<file path="src/hw/usy_pkg.sv">
package usy_pkg;

    ////////////////////////////////////////////////////////////////////////////////
    // Register addresses on the plain register port
    localparam int AW = 3;
    localparam int DW = 8;
    localparam logic [AW-1:0] A_CTRL = 3'h0;
    localparam logic [AW-1:0] A_CTRL2 = 3'h1;
    localparam logic [AW-1:0] A_TXD = 3'h2;
    localparam logic [AW-1:0] A_RXD = 3'h3;
    localparam logic [AW-1:0] A_STAT = 3'h4;
    localparam logic [AW-1:0] A_DIVL = 3'h5;
    localparam logic [AW-1:0] A_DIVH = 3'h6;

    ////////////////////////////////////////////////////////////////////////////////
    // Field positions
    localparam int C_EN = 0;
    localparam int C_HOST = 1;
    localparam int C_POL = 2;
    localparam int C_TRANSMIT_ENABLE = 3;
    localparam int C_SINGLE_RECEIVE_ENABLE = 4;
    localparam int C_CONTINUOUS_RECEIVE_ENABLE = 5;
    localparam int C_TX9 = 6;
    localparam int C_RX9 = 7;
    localparam int C2_TRANSMIT_NINTH_BIT = 0;
    localparam int C2_WIDE = 1;
    localparam int S_RXF = 0;
    localparam int S_OVERRUN_FLAG = 1;
    localparam int S_RECEIVE_NINTH_BIT = 2;
    localparam int S_TXE = 3;
    localparam int S_IDLE = 4;

    ////////////////////////////////////////////////////////////////////////////////
    // Reset values and counts
    localparam logic [7:0] CTRL_RST = 8'h00;
    localparam logic [7:0] DIV_RST = 8'h00;
    localparam logic [3:0] NB8 = 4'h8;
    localparam logic [3:0] NB9 = 4'h9;
    localparam logic [1:0] FIFO_DEPTH = 2'h2;

    typedef enum logic [0:0] {
        ST_IDLE = 1'b0,
        ST_SHIFT = 1'b1
    } usy_state_t;

    // One register-port request
    typedef struct packed {
        logic [AW-1:0] addr;
        logic [DW-1:0] wdata;
        logic wr;
        logic rd;
    } usy_bus_t;

    // Whole state of the port
    typedef struct packed {
        logic [1:0] ck_s;
        logic [1:0] dt_s;
        logic ck_d;
        logic [7:0] ctrl;
        logic transmit_ninth_bit;
        logic wide;
        logic [7:0] divl;
        logic [7:0] divh;
        logic [15:0] cnt;
        logic sck;
        logic ck_oe;
        logic dout;
        logic dt_oe;
        usy_state_t st;
        logic dir_rx;
        logic [3:0] bits;
        logic [8:0] transmit_shift_register;
        logic [7:0] hold;
        logic hold_full;
        logic [8:0] receive_shift_register;
        logic [1:0][8:0] fifo;
        logic head;
        logic [1:0] fcnt;
        logic overrun_flag;
        logic [7:0] rdata;
    } usy_st_t;

endpackage : usy_pkg

</file>
<file path="src/hw/usy_top.sv">
// Summary of operation
// - One shared data line, so transmit and receive never happen together.
// - No start or stop bits; only data bits are shifted.
// - Both receive enables clear means transmit; either set means receive.
// - As host the device drives the clock line, driver enabled automatically while transmit or receive is enabled.
// - Host makes one clock per data bit and no extra clocks.
// - Polarity set idles clock high; cleared idles it low.
// - Transmit bits change on the leading edge and hold until the next.
// - Receive samples the data line on the trailing edge into the shift register.
// - Host transmit drives both data and clock pins.
// - Holding write starts transfer; waits while the shift register is busy.
// - Host receive releases the data pin for the partner.
// - Single receive clocks one character then clears its own enable.
// - Continuous receive clocks until cleared; clearing mid-character drops it.
// - Both enables set: single enable clears after first character, continuous rules.
// - Finished characters enter a two-entry FIFO; flag holds while any unread.
// - Third character into a full FIFO sets overrun and blocks more characters.
// - Overrun clears by clearing continuous enable or port enable; latter resets all.
// - Nine-bit receive shifts nine bits; ninth bit of oldest shown in status.
// - As client the clock comes from the line; own clock driver off.
// - Nine-bit transmit sends a ninth bit from its own field.
// - Empty flag shows the holding register can take a byte; write clears it.
//
// The address-and-strobe port and the placing of the registers were decided locally.
`timescale 1ns/1ps
`default_nettype none

module usy_top (
    // Clock and reset
    input wire logic CLK,
    input wire logic ARST_N,
    // Register port
    input wire usy_pkg::usy_bus_t BUS,
    output logic [usy_pkg::DW-1:0] RDATA,
    // Clock line pin
    input wire logic SERIAL_CLOCK_LINE_IN,
    output logic SERIAL_CLOCK_LINE_OUT,
    output logic SERIAL_CLOCK_LINE_OE,
    // Data line pin
    input wire logic SERIAL_DATA_LINE_IN,
    output logic SERIAL_DATA_LINE_OUT,
    output logic SERIAL_DATA_LINE_OE
);
    import usy_pkg::*;

    usy_st_t s;
    usy_st_t n;
    logic en, host, pol, transmit_enable, single_receive_enable, continuous_receive_enable, rx_mode, running, tick;
    logic lead, trail, done, done_rx, pop;
    logic [3:0] nb;
    logic [15:0] div;
    logic [8:0] rsr_n;
    logic [8:0] chr;
    logic [7:0] rmux;

    ////////////////////////////////////////////////////////////////////////////////
    // Decoded controls and line events
    assign en = s.ctrl[C_EN];
    assign host = s.ctrl[C_HOST];
    assign pol = s.ctrl[C_POL];
    assign transmit_enable = s.ctrl[C_TRANSMIT_ENABLE];
    assign single_receive_enable = s.ctrl[C_SINGLE_RECEIVE_ENABLE];
    assign continuous_receive_enable = s.ctrl[C_CONTINUOUS_RECEIVE_ENABLE];
    assign rx_mode = single_receive_enable | continuous_receive_enable;
    assign running = (s.st == ST_SHIFT);
    assign div = s.wide ? {s.divh, s.divl} : {8'h00, s.divl};
    assign tick = (s.cnt == 16'h0000);
    // Ninth bit is part of the character only in the chosen direction
    assign nb = (s.dir_rx ? s.ctrl[C_RX9] : s.ctrl[C_TX9]) ? NB9 : NB8;
    // Host edges come from its own divider; client edges from the synced line
    assign lead = running && (host ? (tick && s.sck == pol)
                                   : (s.ck_s[1] != s.ck_d && s.ck_s[1] != pol));
    assign trail = running && (host ? (tick && s.sck != pol)
                                    : (s.ck_s[1] != s.ck_d && s.ck_s[1] == pol));
    assign done = trail && (s.bits == nb - 4'h1);
    assign done_rx = done && s.dir_rx;
    assign pop = BUS.rd && BUS.addr == A_RXD && s.fcnt != 2'h0;
    assign rsr_n = {s.dt_s[1], s.receive_shift_register[8:1]};
    assign chr = s.ctrl[C_RX9] ? rsr_n : {1'b0, rsr_n[8:1]};

    ////////////////////////////////////////////////////////////////////////////////
    // Read mux; unmapped addresses read zero
    always_comb begin
        rmux = 8'h00;
        case (BUS.addr)
            A_CTRL: rmux = s.ctrl;
            A_CTRL2: rmux = {6'h00, s.wide, s.transmit_ninth_bit};
            A_RXD: rmux = s.fifo[s.head][7:0];
            A_STAT: begin
                rmux[S_RXF] = (s.fcnt != 2'h0);
                rmux[S_OVERRUN_FLAG] = s.overrun_flag;
                rmux[S_RECEIVE_NINTH_BIT] = s.fifo[s.head][8];
                rmux[S_TXE] = !s.hold_full;
                rmux[S_IDLE] = !running;
            end
            A_DIVL: rmux = s.divl;
            A_DIVH: rmux = s.divh;
            default: rmux = 8'h00;
        endcase
    end

    ////////////////////////////////////////////////////////////////////////////////
    // Next-state logic
    always_comb begin
        n = s;
        // Both pins pass two flops; only the second is read
        n.ck_s = {s.ck_s[0], SERIAL_CLOCK_LINE_IN};
        n.dt_s = {s.dt_s[0], SERIAL_DATA_LINE_IN};
        n.ck_d = s.ck_s[1];
        n.rdata = BUS.rd ? rmux : 8'h00;

        // Software writes
        if (BUS.wr) begin
            case (BUS.addr)
                A_CTRL: begin
                    n.ctrl = BUS.wdata;
                    if (!BUS.wdata[C_CONTINUOUS_RECEIVE_ENABLE]) begin
                        n.overrun_flag = 1'b0;
                    end
                end
                A_CTRL2: begin
                    n.transmit_ninth_bit = BUS.wdata[C2_TRANSMIT_NINTH_BIT];
                    n.wide = BUS.wdata[C2_WIDE];
                end
                A_TXD: begin
                    n.hold = BUS.wdata;
                    n.hold_full = 1'b1;
                end
                A_DIVL: n.divl = BUS.wdata;
                A_DIVH: n.divh = BUS.wdata;
                default: n.cnt = s.cnt;
            endcase
        end

        // FIFO pop on a low-byte read
        if (pop) begin
            n.head = !s.head;
            n.fcnt = s.fcnt - 2'h1;
        end

        case (s.st)
            ST_IDLE: begin
                n.cnt = div;
                n.sck = pol;
                n.bits = 4'h0;
                if (en && rx_mode && !s.overrun_flag) begin
                    n.st = ST_SHIFT;
                    n.dir_rx = 1'b1;
                    n.receive_shift_register = 9'h000;
                end else if (en && !rx_mode && transmit_enable && s.hold_full) begin
                    // Idle shifter takes the held word at once
                    n.st = ST_SHIFT;
                    n.dir_rx = 1'b0;
                    n.transmit_shift_register = {s.transmit_ninth_bit, s.hold};
                    n.hold_full = BUS.wr && BUS.addr == A_TXD;
                end
            end
            ST_SHIFT: begin
                if (host) begin
                    n.cnt = tick ? div : s.cnt - 16'h0001;
                    n.sck = tick ? !s.sck : s.sck;
                end
                if (lead && !s.dir_rx) begin
                    n.dout = s.transmit_shift_register[0];
                    n.transmit_shift_register = {1'b0, s.transmit_shift_register[8:1]};
                end
                if (trail) begin
                    n.bits = s.bits + 4'h1;
                    if (s.dir_rx) begin
                        n.receive_shift_register = rsr_n;
                    end
                end
                if (done) begin
                    n.st = ST_IDLE;
                end
                if (done_rx) begin
                    n.ctrl[C_SINGLE_RECEIVE_ENABLE] = 1'b0;
                    if (n.fcnt == FIFO_DEPTH) begin
                        n.overrun_flag = 1'b1;
                    end else begin
                        // Index from the post-pop head, so a same-cycle read cannot misplace it
                        n.fifo[n.head ^ n.fcnt[0]] = chr;
                        n.fcnt = n.fcnt + 2'h1;
                    end
                end
                // Direction change stops the clock and drops the partial character
                if (s.dir_rx != rx_mode) begin
                    n.st = ST_IDLE;
                    n.sck = pol;
                end
            end
            default: n.st = ST_IDLE;
        endcase

        // Pin drivers follow the configured direction
        n.ck_oe = en && host && (rx_mode || transmit_enable);
        n.dt_oe = en && !rx_mode && transmit_enable;

        // Port disable resets the whole serial side
        if (!n.ctrl[C_EN]) begin
            n.st = ST_IDLE;
            n.overrun_flag = 1'b0;
            n.fcnt = 2'h0;
            n.head = 1'b0;
            n.hold_full = 1'b0;
            n.bits = 4'h0;
            n.sck = n.ctrl[C_POL];
            n.ck_oe = 1'b0;
            n.dt_oe = 1'b0;
        end
    end

    ////////////////////////////////////////////////////////////////////////////////
    // State register
    always_ff @(posedge CLK or negedge ARST_N) begin
        if (!ARST_N) begin
            s <= '0;
            s.ctrl <= CTRL_RST;
            s.divl <= DIV_RST;
            s.divh <= DIV_RST;
        end else begin
            s <= n;
        end
    end

    // Outputs straight from flops
    assign RDATA = s.rdata;
    assign SERIAL_CLOCK_LINE_OUT = s.sck;
    assign SERIAL_CLOCK_LINE_OE = s.ck_oe;
    assign SERIAL_DATA_LINE_OUT = s.dout;
    assign SERIAL_DATA_LINE_OE = s.dt_oe;
endmodule : usy_top

`default_nettype wire

</file>
<file path="config.mk">
export PLATFORM = sky130hd
export DESIGN_NAME = usy_top
export DESIGN_NICKNAME = d
export VERILOG_FILES = /design/src/hw/usy_pkg.sv /design/src/hw/usy_top.sv
export SDC_FILE = /design/constraint.sdc
export NUM_CORES = 1
export LEC_CHECK = 0
export BUFFER_PORTS_ARGS = -buffer_cell sky130_fd_sc_hd__buf_4
export CAP_MARGIN = 0
export CORE_MARGIN = 2
export CORE_UTILIZATION = 52
export CTS_CLUSTER_SIZE = 24
export DETAILED_ROUTE_END_ITERATION = 8
export GPL_ROUTABILITY_DRIVEN = 0
export PLACE_DENSITY_LB_ADDON = 0.15
export SYNTH_ARGS = -nofsm -noshare
export SYNTH_HDL_FRONTEND = slang
export SYNTH_SLANG_ARGS = --single-unit
</file>
<file path="constraint.sdc">
create_clock -name CLK -period 3.25 [get_ports CLK]
set_clock_uncertainty 0.2 [all_clocks]
set_input_delay 0.65 -clock CLK [delete_from_list [all_inputs] [get_ports CLK]]
set_output_delay 0.65 -clock CLK [all_outputs]
set_load 0.02 [all_outputs]
</file>
==> impl_metrics.csv <==
group,metric,value,unit
run_status,status,"finished with violations",
run_status,violations,"hold timing",
clocking,clockBufferDepth,2,
power,max-vdd-ir-drop,480.9,µV
yosys,syn_area,0.005732,mm²
yosys,synth.avg_cell_area,10.98,µm²
grt,grt_max_degree,59,
clocking,clk_pin_slew,0.06,ns
timing,slew_headroom,48.84,%
timing,rsz0062_at_grt,"no",
yosys,synth.distinct_cells,67,
yosys,synth-xor-area-share,1.375,%
timing,worst_pin_slew,0.7674,ns
clocking,cts_tree,"yes",
die,coreArea,0.01079,mm²
die,ios,29,
yosys,syn_nets,545,
timing,finalHoldViolCount,8,
detailed_routing,drt_first_pass_iters,5,
yosys,synthCells,522,
worst_setup_path,cp_max_fo,9,
timing,max_freq,0.3457,GHz
die,die_y,109.0,µm
worst_setup_path,end_kind,"register",
yosys,synth_top_family_by_area,"multiplexers",
die,die_w,109.0,µm
timing,period_minus_slack,2.893,ns
detailed_routing,ant_nets,0,
placed_design,dp.cells,675,
worst_setup_path,cp.required,3.46,ns
worst_setup_path,start_kind,"register",
clocking,cts_setup_buffers,0,
yosys,synth_edf_count,0,
finish,areaGrowthSynthToFinish,16.00,%
power,leakage,2.968,nW
job,timing.max_cap.violations,0,
grt,grt_pass1_wl,22.93,mm
worst_hold_path,hold_path.class,"in -> async",
detailed_routing,post_drt_wl_per_cell,20.04,µm
detailed_routing,drt_iter0_drc,266,
finish,num-nets-final,577,
die,design.die.area,0.01188,mm²
yosys,synthArstFlopShare,100.0,%
yosys,synth-simple-area-share,14.47,%
grt,overflow,0,
finish,instances_no_fill,706,
finish,diodes,0,
yosys,synth_compound_area_share,13.16,%
detailed_routing,wl,14.15,mm
worst_setup_path,worstPathArrival,3.10,ns
power,p_seq_share,42.2,%
timing,final_max_slew_viol_count,0,
timing,finalCritPeriodShare,89.00,%
yosys,yosysWarnings,0,
detailed_routing,num_vias,4315,
power,power_frac_comb,19.7,%
clocking,hold_buffers,0,
clocking,insertion_delay,0.53,ns
yosys,synth-main-ff-cell,"dfrtp_1",
grt,grt_pass1_vias,4159,
yosys,muxShareOfSynthArea,16.22,%
power,netSwitchingFraction,30.65,%
clocking,htree_levels,4,
placed_design,portBuffers,28,
timing,tns,0,ns
clocking,cts_resized,0,
yosys,ys_ff_latch,113,
die,initial_core_util,53.11,%
clocking,clkSinkCount,113,
power,powerDensity,671.6,mW/mm²
worst_setup_path,crit_type,"reg -> reg",
yosys,ys_seq_area_share,49.33,%
power,intPower,3.097,mW
detailed_routing,drc,0,
grt,gr-usage-all-layers,26.43,%
power,switchingPower,1.369,mW
clocking,cts_buffers,17,
die,row_count,38,
power,pwr-share-clk,38.0,%
finish,utilization,61.60,%
detailed_routing,via_per_inst,6.112,
finish,drive_above_1_share,25.62,%
timing,setup_viol,0,
yosys,synth_fa_ha_area_share,1.310,%
clocking,root_buffer,"clkbuf_8",
grt,antenna_found_initial,0,
placed_design,hpwlAfterDp,9.989,mm
timing,holdWs,-0.007941,ns
power,power.total,4.466,mW
==> layout by cell type (no fill, tap or decap), types with 3 or more instances in the layout <==
| master | instances |
|---|---|
| dfrtp_1 | 113 |
| mux2_2 | 62 |
| buf_4 | 44 |
| nand2_1 | 42 |
| o21ai_0 | 33 |
| inv_1 | 20 |
| a21oi_1 | 19 |
| nor2_1 | 19 |
| nand3_1 | 17 |
| clkbuf_16 | 16 |
| nor3_1 | 14 |
| mux2i_1 | 13 |
| o31ai_1 | 11 |
| nor2b_1 | 9 |
| mux2_1 | 7 |
| ha_1 | 6 |
| nor3b_1 | 5 |
| xnor2_1 | 5 |
| clkbuf_8 | 5 |
| clkinv_2 | 5 |
| xor2_1 | 4 |
| and4_1 | 4 |
| nand4_1 | 4 |
| o21a_1 | 4 |
| a22oi_1 | 4 |
| nor4_1 | 4 |
| clkbuf_1 | 4 |
| and2_1 | 3 |
| o31a_1 | 3 |
| o211ai_1 | 3 |
| and3_1 | 3 |
| a31oi_1 | 3 |
| a32o_1 | 3 |
| or4_1 | 3 |
| a22o_1 | 3 |
==> worst max-delay path: stages (launching register included) <==
cell	delay, ns
dfrtp_1	0.46
nor4_1	0.68
and4_1	0.32
nand2_1	0.15
o31ai_4	0.56
mux2_2	0.40
==> area by class of cell <==
type	count	area, µm²
Fill cell	905	4144
Sequential cell	113	2828
Multi-Input combinational cell	355	2674
Clock buffer	25	484.2
Timing Repair Buffer	45	350.3
Tap cell	140	175.2
Inverter	22	82.58
Clock inverter	6	55.05
==> cells in the mapped netlist, types with 5 or more instances <==
cell	number	area, µm²
ha_1	6	75.07
mux2i_1	13	130.1
a21oi_1	19	95.09
nor3_1	14	70.07
clkbuf_1	18	67.56
o31ai_1	11	82.58
xnor2_1	5	43.79
nor2_1	19	71.32
o21ai_0	33	165.2
nor3b_1	5	37.54
buf_4	8	60.06
nor2b_1	9	56.30
mux2_2	62	698.2
nand2_1	42	157.7
mux2_1	7	78.83
nand3_1	17	85.08
dfrtp_1	113	2828
inv_1	20	75.07
==> final timing paths <==
path	startpoint	to	slack, ns	cells after the start
min in group CLK	SERIAL_DATA_LINE_IN	n[111]	0.03	1
worst min register to register	n[111]	rsr_n[8]	0.15	0
max in group asynchronous	ARST_N	s[15]	2.16	2
worst max-delay path	s[74]	s[55]	0.36	5
worst min-delay path	ARST_N	s[29]	-0.008	1
worst max register to register	s[74]	s[55]	0.36	5
==> state kept, by name (all words and copies together), names as in the netlist <==
name and count:
s 84, rsr_n 9, RDATA 8, n 3, SERIAL_CLOCK_LINE_OE 1, SERIAL_CLOCK_LINE_OUT 1, SERIAL_DATA_LINE_OE 1, SERIAL_DATA_LINE_OUT 1
continuous_receive_enable 1, en 1, host 1, pol 1, running 1
==> through the flow <==
| stage | hold slack, ns | instance area (µm²) | setup slack (ns) |
|---|---|---|---|
| 6_report | -0.007941 | 6649 | 0.3575 |
| 5_1_grt | 0.009277 | 6649 | 0.2209 |
| 4_1_cts | 0.003525 | 6649 | 0.3933 |
| 3_5_place_dp | 0.1347 | 6110 | 0.1759 |
| 3_3_place_gp | 0.1348 | 6110 | 0.2562 |
| 2_1_floorplan | 0.1312 | 5732 | 0.2709 |
==> cell families (layout without fill, tap and decap cells) <==
kind of cell | Yosys count | after routing
adder cells (fa/ha/maj) | 6 | 6
AND/OR/NAND/NOR | 148 | 148
multiplexers | 83 | 83
flip-flops | 113 | 113
AO/OA/AOI/OAI | 109 | 109
buffers and inverters | 54 | 98
XOR/XNOR | 9 | 9
==> power by group through the flow <==
stage / logic (mW) / registers (mW) / clock network, mW
finish: 0.881 / 1.89 / 1.70
global route: 0.968 / 1.91 / 1.79
CTS: 0.875 / 1.88 / 1.72
detailed placement: 0.868 / 1.90 / 0
global placement: 0.846 / 1.88 / 0
floorplan: 0.643 / 1.78 / 0
==> layer usage <==
metal  up-vias  track usage, %  routed length [µm]
met1      2171           37.46                6502
met3        21           6.037                 831
met4         0           11.26                 305
li1       1977               -                   -
met5         -               0                   0
met2       146           39.00                6511
(Power assumes the default switching activity.)
